--- src/hdl/afe_cfg_pkg.sv ---
// Shared constants and types for the front-end configuration link and its controller
// Operation
// - Gain field picks gain 1 through 128
// - Enable code 00 powers down, bypasses amplifier
// - Enable code 01 puts amplifier in path
// - Host never writes enable codes 10, 11
// - Gains 64, 128 use analog 32 plus scaling
// - Bypass allowed only at gain 1
// - Single-ended to negative supply needs bypass
// - Reference chosen by 2-bit select field
// - Reset selects first external reference pair
// - Select code 10 uses internal reference
// - Power code 10 keeps reference always on
// - Power code 01 drops reference in power-down
// - Internal reference off after reset
// - Host keeps reference on with excitation
// - Host waits reference start-up before converting
package afe_cfg_pkg;

	// ************************************************************
	// Device register map
	// ************************************************************
	localparam logic [7:0] GAIN_CFG_OFS = 8'h03;
	localparam logic [7:0] REF_CTRL_OFS = 8'h05;
	localparam logic [7:0] GAIN_CFG_RST = 8'h00;
	localparam logic [7:0] REF_CTRL_RST = 8'h00;
	localparam int GAIN_LSB = 0;
	localparam int AMP_EN_LSB = 3;
	localparam int REF_PWR_LSB = 0;
	localparam int REF_SEL_LSB = 2;

	// ************************************************************
	// Field codes
	// ************************************************************
	localparam logic [1:0] AMP_BYPASS = 2'h0;
	localparam logic [1:0] AMP_ON = 2'h1;
	localparam logic [2:0] GAIN_X1 = 3'h0;
	localparam logic [2:0] GAIN_X32 = 3'h5;
	localparam logic [1:0] REF_SEL_EXT0 = 2'h0;
	localparam logic [1:0] REF_SEL_EXT1 = 2'h1;
	localparam logic [1:0] REF_SEL_INT = 2'h2;
	localparam logic [1:0] REF_PWR_OFF = 2'h0;
	localparam logic [1:0] REF_PWR_SLEEPS = 2'h1;
	localparam logic [1:0] REF_PWR_ALWAYS = 2'h2;

	// ************************************************************
	// Controller register map (APB byte addresses)
	// ************************************************************
	localparam logic [7:0] CMD_OFS = 8'h00;
	localparam logic [7:0] STATUS_OFS = 8'h04;
	localparam logic [7:0] CONV_OFS = 8'h08;
	localparam logic [7:0] CTRL_OFS = 8'h0C;
	localparam int CMD_WRITE_BIT = 16;
	localparam int ST_BUSY_BIT = 0;
	localparam int ST_READY_BIT = 1;
	localparam int ST_REJECT_BIT = 2;
	localparam int CTRL_EXC_BIT = 0;
	localparam int CTRL_SE_BIT = 1;
	localparam int CONV_GO_BIT = 0;

	// ************************************************************
	// Timing
	// ************************************************************
	localparam real CLK_MHZ = 25.0;
	localparam real REF_START_MS = 4.5;
	localparam int REF_WAIT_CYCLES = int'($ceil(REF_START_MS * 1000.0 * CLK_MHZ));
	localparam int REF_CNT_W = 20;

	typedef enum logic [0:0] {
		H_IDLE = 1'b0,
		H_WAIT_READ = 1'b1
	} host_state_type;

endpackage

--- src/hdl/afe_cfg_link_if.sv ---
// Register link between the front-end controller and the converter configuration block
`timescale 1ns/100ps
`default_nettype none
interface afe_cfg_link_if;
	logic wr_en;
	logic rd_en;
	logic [7:0] addr;
	logic [7:0] wdata;
	logic [7:0] rdata;
	logic rvalid;

	modport device(input wr_en, input rd_en, input addr, input wdata, output rdata, output rvalid);
	modport host(output wr_en, output rd_en, output addr, output wdata, input rdata, input rvalid);
endinterface
`default_nettype wire

--- src/hdl/afe_config_host.sv ---
// Front-end controller: APB registers driving the converter configuration link
//
// Local design decision: the APB interface to the registers.
`timescale 1ns/100ps
`default_nettype none
module afe_config_host #(
	parameter int REF_WAIT = afe_cfg_pkg::REF_WAIT_CYCLES
) (
	input wire logic clk,
	input wire logic rst_b,
	input wire logic ce,
	input wire logic psel,
	input wire logic penable,
	input wire logic pwrite,
	input wire logic [7:0] paddr,
	input wire logic [31:0] pwdata,
	output logic [31:0] prdata,
	output logic pready,
	output logic pslverr,
	afe_cfg_link_if.host link,
	output logic conv_start,
	output logic excitation_enable
);
	import afe_cfg_pkg::*;

	// ************************************************************
	// State
	// ************************************************************
	host_state_type state_reg;
	logic [31:0] prdata_reg;
	logic pready_reg;
	logic pslverr_reg;
	logic wr_en_reg;
	logic rd_en_reg;
	logic [7:0] addr_reg;
	logic [7:0] wdata_reg;
	logic [7:0] last_read_reg;
	logic reject_reg;
	logic exc_reg;
	logic se_reg;
	logic ref_on_reg;
	logic ref_int_sel_reg;
	logic [REF_CNT_W-1:0] ref_cnt_reg;
	logic conv_reg;

	logic access;
	logic cmd_wr;
	logic busy;
	logic ref_ready;
	logic [7:0] cmd_addr;
	logic [7:0] cmd_data;
	logic cmd_bad;
	logic [7:0] send_data;
	logic send_ref_on;

	assign access = psel && penable && pready_reg;
	assign cmd_wr = access && pwrite && paddr == CMD_OFS;
	assign busy = state_reg != H_IDLE || wr_en_reg || rd_en_reg;
	assign ref_ready = ref_on_reg && ref_cnt_reg == '0;
	assign cmd_addr = pwdata[15:8];
	assign cmd_data = pwdata[7:0];

	// ************************************************************
	// Command filtering
	// ************************************************************

	// Writes are reshaped or refused before they reach the device
	always_comb begin
		send_data = cmd_data;
		cmd_bad = busy;
		if (cmd_addr == GAIN_CFG_OFS) begin
			if (se_reg) begin
				send_data[AMP_EN_LSB +: 2] = AMP_BYPASS;
				send_data[GAIN_LSB +: 3] = GAIN_X1;
			end else if (cmd_data[AMP_EN_LSB + 1]) begin
				cmd_bad = 1'b1;
			end
		end
		if (cmd_addr == REF_CTRL_OFS && exc_reg) begin
			if (!(cmd_data[REF_PWR_LSB +: 2] inside {REF_PWR_SLEEPS, REF_PWR_ALWAYS})) begin
				send_data[REF_PWR_LSB +: 2] = REF_PWR_SLEEPS;
			end
		end
		send_ref_on = send_data[REF_PWR_LSB +: 2] inside {REF_PWR_SLEEPS, REF_PWR_ALWAYS};
	end

	// ************************************************************
	// APB slave
	// ************************************************************

	// Ready is raised for the access phase after every setup cycle
	always_ff @(posedge clk) begin
		if (!rst_b) begin
			pready_reg <= 1'b0;
			pslverr_reg <= 1'b0;
			prdata_reg <= 32'h00000000;
		end else if (ce) begin
			pready_reg <= psel && !penable && !pready_reg;
			if (psel && !penable) begin
				pslverr_reg <= !(paddr inside {CMD_OFS, STATUS_OFS, CONV_OFS, CTRL_OFS});
				unique case (paddr)
					STATUS_OFS: prdata_reg <= {16'h0000, last_read_reg, 5'h00, reject_reg,
						ref_ready, busy};
					CTRL_OFS: prdata_reg <= {30'h00000000, se_reg, exc_reg};
					default: prdata_reg <= 32'h00000000;
				endcase
			end
		end
	end

	// Control bits; excitation only leaves while the reference is on
	always_ff @(posedge clk) begin
		if (!rst_b) begin
			exc_reg <= 1'b0;
			se_reg <= 1'b0;
		end else if (ce && access && pwrite && paddr == CTRL_OFS) begin
			exc_reg <= pwdata[CTRL_EXC_BIT];
			se_reg <= pwdata[CTRL_SE_BIT];
		end
	end

	// ************************************************************
	// Link sequencer
	// ************************************************************
	always_ff @(posedge clk) begin
		if (!rst_b) begin
			state_reg <= H_IDLE;
			wr_en_reg <= 1'b0;
			rd_en_reg <= 1'b0;
			addr_reg <= 8'h00;
			wdata_reg <= 8'h00;
			last_read_reg <= 8'h00;
		end else if (ce) begin
			wr_en_reg <= 1'b0;
			rd_en_reg <= 1'b0;
			unique case (state_reg)
				H_IDLE: begin
					if (cmd_wr && !cmd_bad) begin
						addr_reg <= cmd_addr;
						wdata_reg <= send_data;
						wr_en_reg <= pwdata[CMD_WRITE_BIT];
						rd_en_reg <= !pwdata[CMD_WRITE_BIT];
						if (!pwdata[CMD_WRITE_BIT]) begin
							state_reg <= H_WAIT_READ;
						end
					end
				end
				H_WAIT_READ: begin
					if (link.rvalid) begin
						last_read_reg <= link.rdata;
						state_reg <= H_IDLE;
					end
				end
			endcase
		end
	end

	// Refusals stick until software writes one; a new refusal wins
	always_ff @(posedge clk) begin
		if (!rst_b) begin
			reject_reg <= 1'b0;
		end else if (ce) begin
			if ((cmd_wr && cmd_bad) || (access && pwrite && paddr == CONV_OFS && pwdata[CONV_GO_BIT]
				&& !ref_ready && ref_int_sel_reg)) begin
				reject_reg <= 1'b1;
			end else if (access && pwrite && paddr == STATUS_OFS && pwdata[ST_REJECT_BIT]) begin
				reject_reg <= 1'b0;
			end
		end
	end

	// ************************************************************
	// Reference start-up tracking
	// ************************************************************

	// Counter restarts only on an off-to-on transition of the reference
	always_ff @(posedge clk) begin
		if (!rst_b) begin
			ref_on_reg <= 1'b0;
			ref_int_sel_reg <= 1'b0;
			ref_cnt_reg <= '0;
		end else if (ce) begin
			if (cmd_wr && !cmd_bad && pwdata[CMD_WRITE_BIT] && cmd_addr == REF_CTRL_OFS) begin
				ref_on_reg <= send_ref_on;
				ref_int_sel_reg <= send_data[REF_SEL_LSB +: 2] == REF_SEL_INT;
				if (send_ref_on && !ref_on_reg) begin
					ref_cnt_reg <= REF_CNT_W'(REF_WAIT);
				end else if (!send_ref_on) begin
					ref_cnt_reg <= '0;
				end
			end else if (ref_cnt_reg != '0) begin
				ref_cnt_reg <= ref_cnt_reg - 1'b1;
			end
		end
	end

	// Conversion start withheld until the internal reference has settled
	always_ff @(posedge clk) begin
		if (!rst_b) begin
			conv_reg <= 1'b0;
		end else if (ce) begin
			conv_reg <= access && pwrite && paddr == CONV_OFS && pwdata[CONV_GO_BIT]
				&& (ref_ready || !ref_int_sel_reg);
		end
	end

	// ************************************************************
	// Outputs
	// ************************************************************
	logic exc_out_reg;
	always_ff @(posedge clk) begin
		if (!rst_b) begin
			exc_out_reg <= 1'b0;
		end else if (ce) begin
			exc_out_reg <= exc_reg && ref_on_reg;
		end
	end

	assign prdata = prdata_reg;
	assign pready = pready_reg;
	assign pslverr = pslverr_reg;
	assign link.wr_en = wr_en_reg;
	assign link.rd_en = rd_en_reg;
	assign link.addr = addr_reg;
	assign link.wdata = wdata_reg;
	assign conv_start = conv_reg;
	assign excitation_enable = exc_out_reg;

endmodule
`default_nettype wire

--- src/flat_wrapper.sv ---
// flat-port wrapper written by rule: the top's interface ports become plain ports
module afe_config_host_flat import afe_cfg_pkg::*;
#(
	parameter int REF_WAIT = afe_cfg_pkg::REF_WAIT_CYCLES
)
  (clk, rst_b, ce, psel, penable, pwrite, paddr, pwdata, prdata, pready, pslverr, conv_start, excitation_enable, link_wr_en, link_rd_en, link_addr, link_wdata, link_rdata, link_rvalid);
  afe_cfg_link_if link_i ();
  input wire logic clk;
  input wire logic rst_b;
  input wire logic ce;
  input wire logic psel;
  input wire logic penable;
  input wire logic pwrite;
  input wire logic [7:0] paddr;
  input wire logic [31:0] pwdata;
  output logic [31:0] prdata;
  output logic pready;
  output logic pslverr;
  output logic conv_start;
  output logic excitation_enable;
  output wire logic [$bits(link_i.wr_en)-1:0] link_wr_en;
  output wire logic [$bits(link_i.rd_en)-1:0] link_rd_en;
  output wire logic [$bits(link_i.addr)-1:0] link_addr;
  output wire logic [$bits(link_i.wdata)-1:0] link_wdata;
  input wire logic [$bits(link_i.rdata)-1:0] link_rdata;
  input wire logic [$bits(link_i.rvalid)-1:0] link_rvalid;
  assign link_wr_en = link_i.wr_en;
  assign link_rd_en = link_i.rd_en;
  assign link_addr = link_i.addr;
  assign link_wdata = link_i.wdata;
  assign link_i.rdata = link_rdata;
  assign link_i.rvalid = link_rvalid;
  afe_config_host #(.REF_WAIT(REF_WAIT)) u_core (.clk(clk), .rst_b(rst_b), .ce(ce), .psel(psel), .penable(penable), .pwrite(pwrite), .paddr(paddr), .pwdata(pwdata), .prdata(prdata), .pready(pready), .pslverr(pslverr), .link(link_i), .conv_start(conv_start), .excitation_enable(excitation_enable));
endmodule
--- config.mk ---
export PLATFORM = sky130hd
export DESIGN_NAME = afe_config_host_flat
export DESIGN_NICKNAME = d
export VERILOG_FILES = /design/src/hdl/afe_cfg_pkg.sv /design/src/hdl/afe_cfg_link_if.sv /design/src/hdl/afe_config_host.sv /design/src/flat_wrapper.sv
export SDC_FILE = /design/constraint.sdc
export NUM_CORES = 1
export LEC_CHECK = 0
export ABC_CLOCK_PERIOD_IN_PS = 2430
export BUFFER_PORTS_ARGS = -buffer_cell sky130_fd_sc_hd__buf_2
export CAP_MARGIN = 30
export CORE_UTILIZATION = 51
export CTS_CLUSTER_DIAMETER = 100
export DETAILED_ROUTE_END_ITERATION = 7
export PLACE_DENSITY = 0.78
export SLEW_MARGIN = 5
export SYNTH_ARGS = -nofsm -noshare
export SYNTH_HDL_FRONTEND = slang
export SYNTH_SLANG_ARGS = --single-unit
--- constraint.sdc ---
create_clock -name clk -period 2.43 [get_ports clk]
set_input_delay 0.243 -clock clk [delete_from_list [all_inputs] [get_ports clk]]
set_output_delay 0.243 -clock clk [all_outputs]
set_load 0.1 [all_outputs]
* Yosys cells after proc, flatten, opt, wreduce, memory -nomap -nowiden
Index checks and enable logic that the tools add are counted.
** Storage, ports and cells
- Register bits after elaboration :: 88
- Output and inout bits :: 54
- Bits of input ports :: 55
- Word-level logic and storage cells :: 102
** Cells by class
- Mux-type cells :: 22
- Bitwise operators :: 1
- Equal/unequal tests :: 11
- $add $sub $neg :: 1
- Reductions and logical operators :: 50
** Operators by type and width (count)
- $mux W20 :: 4
- $pmux W16 S2 :: 1
- $logic_and A1 B1 Y1 :: 24
- $logic_not A20 Y1 :: 1
- $reduce_bool A20 Y1 :: 1
- $sub A20 B1 Y20 const B :: 1
- $eq A8 B3 Y1 const B :: 2
- $eq A8 B4 Y1 const B :: 2
- $mux W1 :: 12
- $mux W5 :: 2
- $reduce_and A3 Y1 :: 3
- $eq A8 B2 Y1 const B :: 1
- $logic_not A1 Y1 :: 8
- $logic_not A8 Y1 :: 1
- $reduce_bool A2 Y1 :: 4
- $eq A2 B2 Y1 const B :: 3
- $reduce_and A2 Y1 :: 3
- $eq A2 B1 Y1 const B :: 2
- $logic_or A1 B1 Y1 :: 4
- $mux W2 :: 2
- $reduce_bool A4 Y1 :: 1
- $ne A3 B3 Y1 const B :: 1
- $pmux W1 S2 :: 1
- $not A1 Y1 :: 1

* Longest topological paths before layout
Gate-level depths: netlist of run 1.
- Depth after elaboration :: 11
- Gate-level depth with buffers :: 8
- Gate-level depth less buffers :: 8

* Least setup slack after synthesis of run 1
OpenSTA, ideal clock, no wires.
- Path type :: register to register
- From :: reg u_core.pready_reg, in the netlist u_core.pready
- To :: reg u_core.addr_reg[3], in the netlist u_core.link.addr[3]
- Arrival :: 2.458 ns
- Period minus slack after synthesis :: 2.590 ns
- Stages on the path, launching flop included :: 9
- Library setup time :: 0.132 ns
- Path slack :: -0.160 ns
- Data required time :: 2.298 ns
- Path buffers :: 2
- Cell sequence :: dfxtp_1 > and3_1 > nand3_1 > or3_1 > or3_1 > buf_2 > buf_2 > nand2_1 > a21oi_1
** Between the ends
- Longest elaborated chain between the ends :: 5
** RTL lines
- start, declared :: line afe_config_host.sv:31 : logic pready_reg;
- start signal, assigned :: line afe_config_host.sv:98 : pready_reg <= psel && !penable && !pready_reg;
- $logic_and A1 B1 Y1 :: line afe_config_host.sv:56 : assign access = psel && penable && pready_reg;
- $logic_and A1 B1 Y1 (2 in a row) :: line afe_config_host.sv:57 : assign cmd_wr = access && pwrite && paddr == CMD_OFS;
- $logic_and A1 B1 Y1 :: line afe_config_host.sv:138 : if (cmd_wr && !cmd_bad) begin
- $reduce_and A3 Y1 (no line)
- end signal, assigned :: line afe_config_host.sv:139 : addr_reg <= cmd_addr;
- end, declared :: line afe_config_host.sv:35 : logic [7:0] addr_reg;
Every way passes these cells.
A chain may end at the register's enable or synchronous reset.

* Worst setup path after layout of run 1
- From :: reg u_core.ref_cnt_reg[14]
- To :: reg u_core.ref_cnt_reg[19]
** Between the ends
- Longest elaborated chain between the ends :: 3
- Elaborated cells on any way between the ends :: 6
- Those cells by class :: add/sub (1); mux (2); reduce/logical (3)
** RTL lines
- start, declared :: line afe_config_host.sv:43 : logic [REF_CNT_W-1:0] ref_cnt_reg;
- start signal, assigned :: line afe_config_host.sv:187 : ref_cnt_reg <= REF_CNT_W'(REF_WAIT);
- start signal, assigned :: line afe_config_host.sv:192 : ref_cnt_reg <= ref_cnt_reg - 1'b1;
- $sub A20 B1 Y20 or $reduce_bool A20 Y1 (tied branches) :: line afe_config_host.sv:192, afe_config_host.sv:191
- $mux W20 or $reduce_bool A2 Y1 (tied branches)
- $mux W20 or $reduce_and A3 Y1 (tied branches)
Parallel ways exist; a longest one is shown, timed or not. The select of a mux whose other input is x is not followed.

==> out/qor.csv, run 1 <==
stage,metric,value,unit
outcome,status,completed,
global_routing,track_usage,25.9,%
place,numPortBuffers,72,
floorplanning,die_x,82.4,um
floorplanning,fp.dieH,82.4,um
global_routing,overflow,0,
clock_network,path_clk_slew,0.08,ns
synthesis,syn_inst,385,
power,powerDensity,1080,mW/mm^2
clock_network,clockBufferDepth,2,
worst_setup_path,crit_path_frequent_cell,or4_1,
worst_setup_path,crit_slowest_cell,or4_1,
power,power.internal,2.57,mW
power,p_switching,1.78,mW
worst_setup_path,cp.required,2.73,ns
timing,worstMarginPinSlew,0.522,ns
routing,drt_pass1_iterations,4,
finish,nFillCells,519,
timing,hold_viol_final,0,
timing,max_freq,433,MHz
power,comb_power_share,44.4,%
timing,setup_viol,0,
synthesis,ys.flop_type,dfxtp_1,
global_routing,grt_max_degree,29,
timing,min_period_over_period,94.9,%
power,switching_share,41.0,%
routing,avgRoutedWirePerCell,14.7,um
clock_network,numCtsBuffers,9,
timing,finClkSkew,0.00806,ns
synthesis,synth-edff-count,0,
synthesis,ys_seq_area_share,40.7,%
synthesis,ys_ff_latch,67,
place,gp_congestion,0.806,
finish,drive_gt1_share,28.3,%
routing,ant_nets,0,
global_routing,grt_pass1_wl,13100,um
timing,relSlewSlack,65.1,%
power,p_seq_share,33.0,%
floorplanning,io_pins,109,
floorplanning,start_util,54.4,%
worst_setup_path,cp_cell_sequence,"or4_1, buf_4, or4_1, or4_4, a21oi_2",
synthesis,synth_cell_type_count,64,
run,cap_violations,0,
synthesis,synth.avg_cell_area,8.56,um^2
finish,fin_cells,555,
power,vdd_drop_max,0.722,mV
routing,viasPerCell,5.62,
floorplanning,rows,28,
worst_hold_path,hold_class,in -> reg,
timing,finalMaxSlewViolations,0,
finish,area_delta_synth_final,21.7,%
global_routing,grt_pass1_vias,2860,
worst_setup_path,critical_path_class,reg -> reg,
worst_setup_path,path_delay_family,simple AND/OR/NAND/NOR gates,
finish,largest_register_ffs,20,
clock_network,cts_root_buffer,clkbuf_8,
global_routing,antenna_found_initial,0,
place,hpwl,5830,um
clock_network,tritoncts,yes,
worst_setup_path,cp_slowest_stage_delay,0.60,ns
floorplanning,core_area,0.00606,mm^2
routing,wirelength,8150,um
worst_setup_path,crit_path_max_fanout,4,
routing,drc,0,
synthesis,netlist_area,0.00330,mm^2
place,place_inst,539,
timing,period_minus_slack,2.31,ns
clock_network,h-tree-depth,3,
routing,vias,3119,
worst_setup_path,crit_buf_inv,1,
power,clockPowerShare,22.7,%
power,p_total,4.35,mW
routing,first_iter_violations,183,
clock_network,cts.sink_count,67,
timing,rsz0062_at_grt,no,
timing,setup_tns,0,ns
worst_setup_path,crit_path_end_kind,flip-flop,
worst_setup_path,arrival,2.61,ns
finish,diodes,0,
finish,finish.net_count,532,
clock_network,insertion_delay,0.36,ns
synthesis,synth_async_sr_flop_share,0,%
worst_setup_path,cp-start-kind,flip-flop,
power,total_leakage_power,1.76,nW
synthesis,ys_warn_count,0,
floorplanning,die_area,0.00679,mm^2
-- routing by layer --
layer	up-vias	part of all wire, %	track usage [%]
met3	12	5.2	7.03
li1	1517	-	-
met1	1496	44	31.4
met2	94	49	43.5
met4	0	1.3	10.2
met5	-	0	0
-- stage by stage --
stage | setup WS (ns) | hold WS, ns | area, um^2 | util (%)
final | 0.123 | 0.114 | 4010 | 66.2
after global routing | 0.0141 | 0.112 | 4010 | 66.2
after CTS | 0.111 | 0.110 | 3990 | 65.9
after detailed placement | 0.0623 | 0.443 | 3780 | 62.4
after global placement | 0.169 | 0.436 | 3780 | 62.4
after floorplan | 0.186 | 0.382 | 3380 | -
-- power by group through the flow --
stage	Clock [mW]	Combinational (mW)	Sequential [mW]
global placement	0	1.74	1.44
CTS	0.995	1.82	1.43
detailed placement	0	1.79	1.45
floorplan	0	1.32	1.43
global route	1.04	2.10	1.46
finish	0.986	1.93	1.44
-- worst reg2reg max path, cell delays in order, from the launching register on --
cell,delay (ns)
dfxtp_1,0.31
or4_1,0.60
buf_4,0.19
or4_1,0.49
or4_4,0.53
a21oi_2,0.13
-- area by class of cell --
class,instances,area [um^2],area share (%)
Clock buffer,9,124,3.09
Clock inverter,7,83.8,2.09
Inverter,8,30.0,0.748
Multi-Input combinational cell,293,1780,44.5
Sequential cell,67,1350,33.5
Tap cell,75,93.8,2.34
Timing Repair Buffer,96,553,13.8
-- synthesized netlist by cell type, types with 7 or more instances --
cell type	instances	area, um^2
o21a_1	7	52.6
dfxtp_1	67	1340
nand3_1	10	50.1
a21oi_1	30	150
buf_4	21	158
nand2_1	44	165
nor2_1	45	169
mux2i_1	13	130
nand4_1	7	43.8
inv_1	8	30.0
a22oi_1	9	67.6
clkbuf_1	8	30.0
nor3_1	13	65.1
-- what timing repair did --
action / 4_1_cts / 5_1_grt
hold endpoints to repair: 0 / 0
hold buffers: 0 / 0
gates resized for setup: 0 / 3
endpoints found under the setup margin: 0 / 2
buffers inserted: 0 / 0
-- final timing paths --
| check | depth (start not counted) | slack, ns | startpoint | to |
|---|---|---|---|---|
| max reg2reg | 5 | 0.12 | u_core.ref_cnt_reg[14]$_SDFFE_PN0P_ | u_core.ref_cnt_reg[19]$_SDFFE_PN0P_ |
| min reg2reg | 2 | 0.45 | u_core.link.addr[6]$_SDFFE_PN0P_ | u_core.link.addr[6]$_SDFFE_PN0P_ |
| min | 3 | 0.11 | link_rdata[0] | u_core.last_read_reg[0]$_SDFFE_PN0P_ |
| max | 5 | 0.12 | u_core.ref_cnt_reg[14]$_SDFFE_PN0P_ | u_core.ref_cnt_reg[19]$_SDFFE_PN0P_ |
-- cell families after synthesis --
group	synth area share, %
buffers and inverters	8.16
AOI/OAI and AO/OA	19.5
DFF	40.7
and+or+nand+nor	25.2
xor gates and xnor gates	1.33
adders and majority gates	0.759
other	0.114
muxes	4.29
-- cell usage in the layout, fill, tap and decap left out, types with 4 or more instances in the layout --
cell / instances
buf_2: 72
dfxtp_1: 64
nor2_1: 45
nand2_1: 43
a21oi_1: 30
buf_4: 23
conb_1: 21
mux2i_1: 13
nor3_1: 13
nand3_1: 10
a22oi_1: 9
clkbuf_8: 9
inv_1: 8
nand4_1: 7
o21a_1: 7
nor4_1: 6
nor2b_1: 6
o211ai_1: 6
xor2_1: 5
a211oi_1: 5
and2_1: 4
or3_1: 4
a311oi_1: 4
(Power assumes the default switching activity.)
==> run 2: changes to the inputs <==
--- a/config.mk
+++ b/config.mk
@@ -11,7 +11,7 @@
 export CORE_UTILIZATION = 51
 export CTS_CLUSTER_DIAMETER = 100
 export DETAILED_ROUTE_END_ITERATION = 7
-export PLACE_DENSITY = 0.78
+export PLACE_DENSITY = 0.92
 export SLEW_MARGIN = 5
 export SYNTH_ARGS = -nofsm -noshare
 export SYNTH_HDL_FRONTEND = slang
==> run 2 against run 1 <==
Die area stayed put. Clock-buffer cell count stayed put. Sequential power hardly changed. Wire length is 5.4% higher. Clock power is 18% higher. Critical path type unchanged. Critical endpoint unchanged.
==> out/qor.csv, run 2 (synthesized netlist as in run 1, its figures left out) <==
stage,metric,value,unit,change
floorplanning,rows,28,,unchanged
global_routing,grt_pass1_wl,13600,um,+3.8%
routing,wirelength,8600,um,+5.4%
place,dp_slack,-0.115,ns,-0.177 ns
worst_setup_path,crit_buf_inv,1,,unchanged
power,p_total,4.47,mW,+2.6%
place,gp_congestion,0.879,,+9.0%
timing,rsz0062_at_grt,no,,
clock_network,h-tree-depth,3,,unchanged
worst_setup_path,cp-start-kind,flip-flop,,
finish,diodes,0,,unchanged
finish,area_delta_synth_final,21.9,%,
timing,finClkSkew,0.0108,ns,+0.00273 ns
worst_setup_path,crit_slowest_cell,or4_1,,
timing,hold_viol_final,0,,unchanged
power,comb_power_share,41.9,%,-2.5 points
power,clockPowerShare,26.0,%,+3.3 points
timing,finalMaxSlewViolations,0,,unchanged
clock_network,insertion_delay,0.35,ns,about the same
worst_setup_path,arrival,2.63,ns,+0.02 ns
place,hpwl,6100,um,+4.7%
clock_network,path_clk_slew,0.09,ns,about the same
floorplanning,io_pins,109,,unchanged
floorplanning,die_x,82.4,um,unchanged
timing,relSlewSlack,60.9,%,-4.2 points
worst_setup_path,cp_cell_sequence,"or4_1, buf_4, or4_1, or4_4, a21oi_2",,
timing,setup_viol,0,,unchanged
power,switching_share,39.2,%,-1.8 points
routing,ant_nets,0,,unchanged
power,p_seq_share,32.1,%,-0.9 points
routing,viasPerCell,5.82,,+3.5%
global_routing,track_usage,26.7,%,+0.77 points
global_routing,grt_max_degree,25,,-14%
worst_setup_path,critical_path_class,reg -> reg,,
power,p_switching,1.75,mW,-1.9%
timing,min_period_over_period,96.7,%,+1.7 points
outcome,status,completed,,
clock_network,cts_root_buffer,clkbuf_8,,
routing,avgRoutedWirePerCell,15.5,um,+5.6%
power,total_leakage_power,1.77,nW,+0.51%
power,vdd_drop_max,0.622,mV,-14%
routing,drc,0,,unchanged
finish,layout_common_cells,"buf_2 (72), dfxtp_1 (64), nor2_1 (45)",,
worst_setup_path,cp_slowest_stage_delay,0.58,ns,-0.02 ns
floorplanning,core_area,0.00606,mm^2,unchanged
clock_network,cts_resized,0,,unchanged
floorplanning,die_area,0.00679,mm^2,unchanged
finish,fin_cells,554,,-0.18%
finish,finish.net_count,531,,-0.19%
run,cap_violations,0,,unchanged
finish,layout_commonest_cell,buf_2,,
global_routing,antenna_found_initial,0,,unchanged
routing,first_iter_violations,228,,+25%
clock_network,postCtsSetupBuffers,0,,unchanged
finish,largest_register_ffs,20,,unchanged
timing,period_minus_slack,2.35,ns,+0.0417 ns
global_routing,grt_pass1_vias,3086,,+7.9%
worst_setup_path,crit_path_max_fanout,4,,unchanged
place,postPlaceCellArea,0.00376,mm^2,-0.73%
finish,final_core_util,66.3,%,+0.082 points
worst_setup_path,crit_path_end_kind,flip-flop,,
clock_network,tritoncts,yes,,
timing,max_freq,426,MHz,-1.8%
place,place_inst,537,,-0.37%
clock_network,cts_hold_buf,0,,unchanged
routing,vias,3223,,+3.3%
routing,drt_pass1_iterations,5,,+1
worst_setup_path,crit_path_frequent_cell,or4_1,,
worst_setup_path,cp.required,2.72,ns,about the same
clock_network,clockBufferDepth,2,,unchanged
global_routing,overflow,0,,unchanged
floorplanning,start_util,54.4,%,unchanged
clock_network,numCtsBuffers,9,,unchanged
finish,drive_gt1_share,28.0,%,-0.36 points
power,powerDensity,1110,mW/mm^2,+2.5%
clock_network,cts.sink_count,67,,unchanged
place,numPortBuffers,72,,unchanged
floorplanning,fp.dieH,82.4,um,unchanged
power,power.internal,2.71,mW,+5.8%
timing,fin_ws,0.0812,ns,-0.0417 ns
worst_setup_path,path_delay_family,simple AND/OR/NAND/NOR gates,,
finish,final_cell_area,0.00402,mm^2,+0.12%
timing,worstMarginPinSlew,0.579,ns,+0.0568 ns
worst_hold_path,hold_class,in -> reg,,
-- run 2: worst reg2reg max path, delay by kind of cell, from the launching register on --
kind | cells | cell delay (ns)
AND/OR/NAND/NOR | 3 | 1.65
flip-flops | 1 | 0.32
buffers and inverters | 1 | 0.18
AO/OA/AOI/OAI | 1 | 0.14
-- run 2: stage by stage --
step	hold slack, ns	TNS, ns
after floorplan	0.382	0
after global placement	0.436	-0.0460
after detailed placement	0.443	-0.258
after CTS	0.124	0
after global routing	0.146	0
final	0.124	0
-- run 2: final timing paths --
check,startpoint,endpoint,slack [ns],depth (start not counted)
min reg2reg,u_core.link.addr[1]$_SDFFE_PN0P_,u_core.link.addr[1]$_SDFFE_PN0P_,0.45,2
max,u_core.ref_cnt_reg[14]$_SDFFE_PN0P_,u_core.ref_cnt_reg[19]$_SDFFE_PN0P_,0.08,5
min,link_rdata[3],u_core.last_read_reg[3]$_SDFFE_PN0P_,0.12,3
max reg2reg,u_core.ref_cnt_reg[14]$_SDFFE_PN0P_,u_core.ref_cnt_reg[19]$_SDFFE_PN0P_,0.08,5
-- run 2: final cells by class --
class | instances | area, um^2
clock buffer | 9 | 124
clock inverter | 7 | 125
fill | 461 | 2040
inverter | 8 | 30.0
multi-input combinational | 293 | 1760
sequential | 67 | 1350
tap | 75 | 93.8
timing repair buffer | 95 | 539
-- run 2: layer usage --
metal / vias to the layer above / GRT usage [%] / routed length (um)
li1: 1519 / - / -
met1: 1501 / 30.0 / 3300
met2: 177 / 46.4 / 4290
met3: 26 / 7.14 / 795
met4: 0 / 13.2 / 211
met5: - / 0 / 0
-- run 2: power groups by stage --
stage	Sequential (mW)	Clock (mW)	Combinational, mW
after CTS	1.42	1.16	1.83
after global placement	1.43	0	1.73
after detailed placement	1.45	0	1.82
after global routing	1.45	1.22	2.02
after floorplan	1.43	0	1.32
final	1.43	1.16	1.87
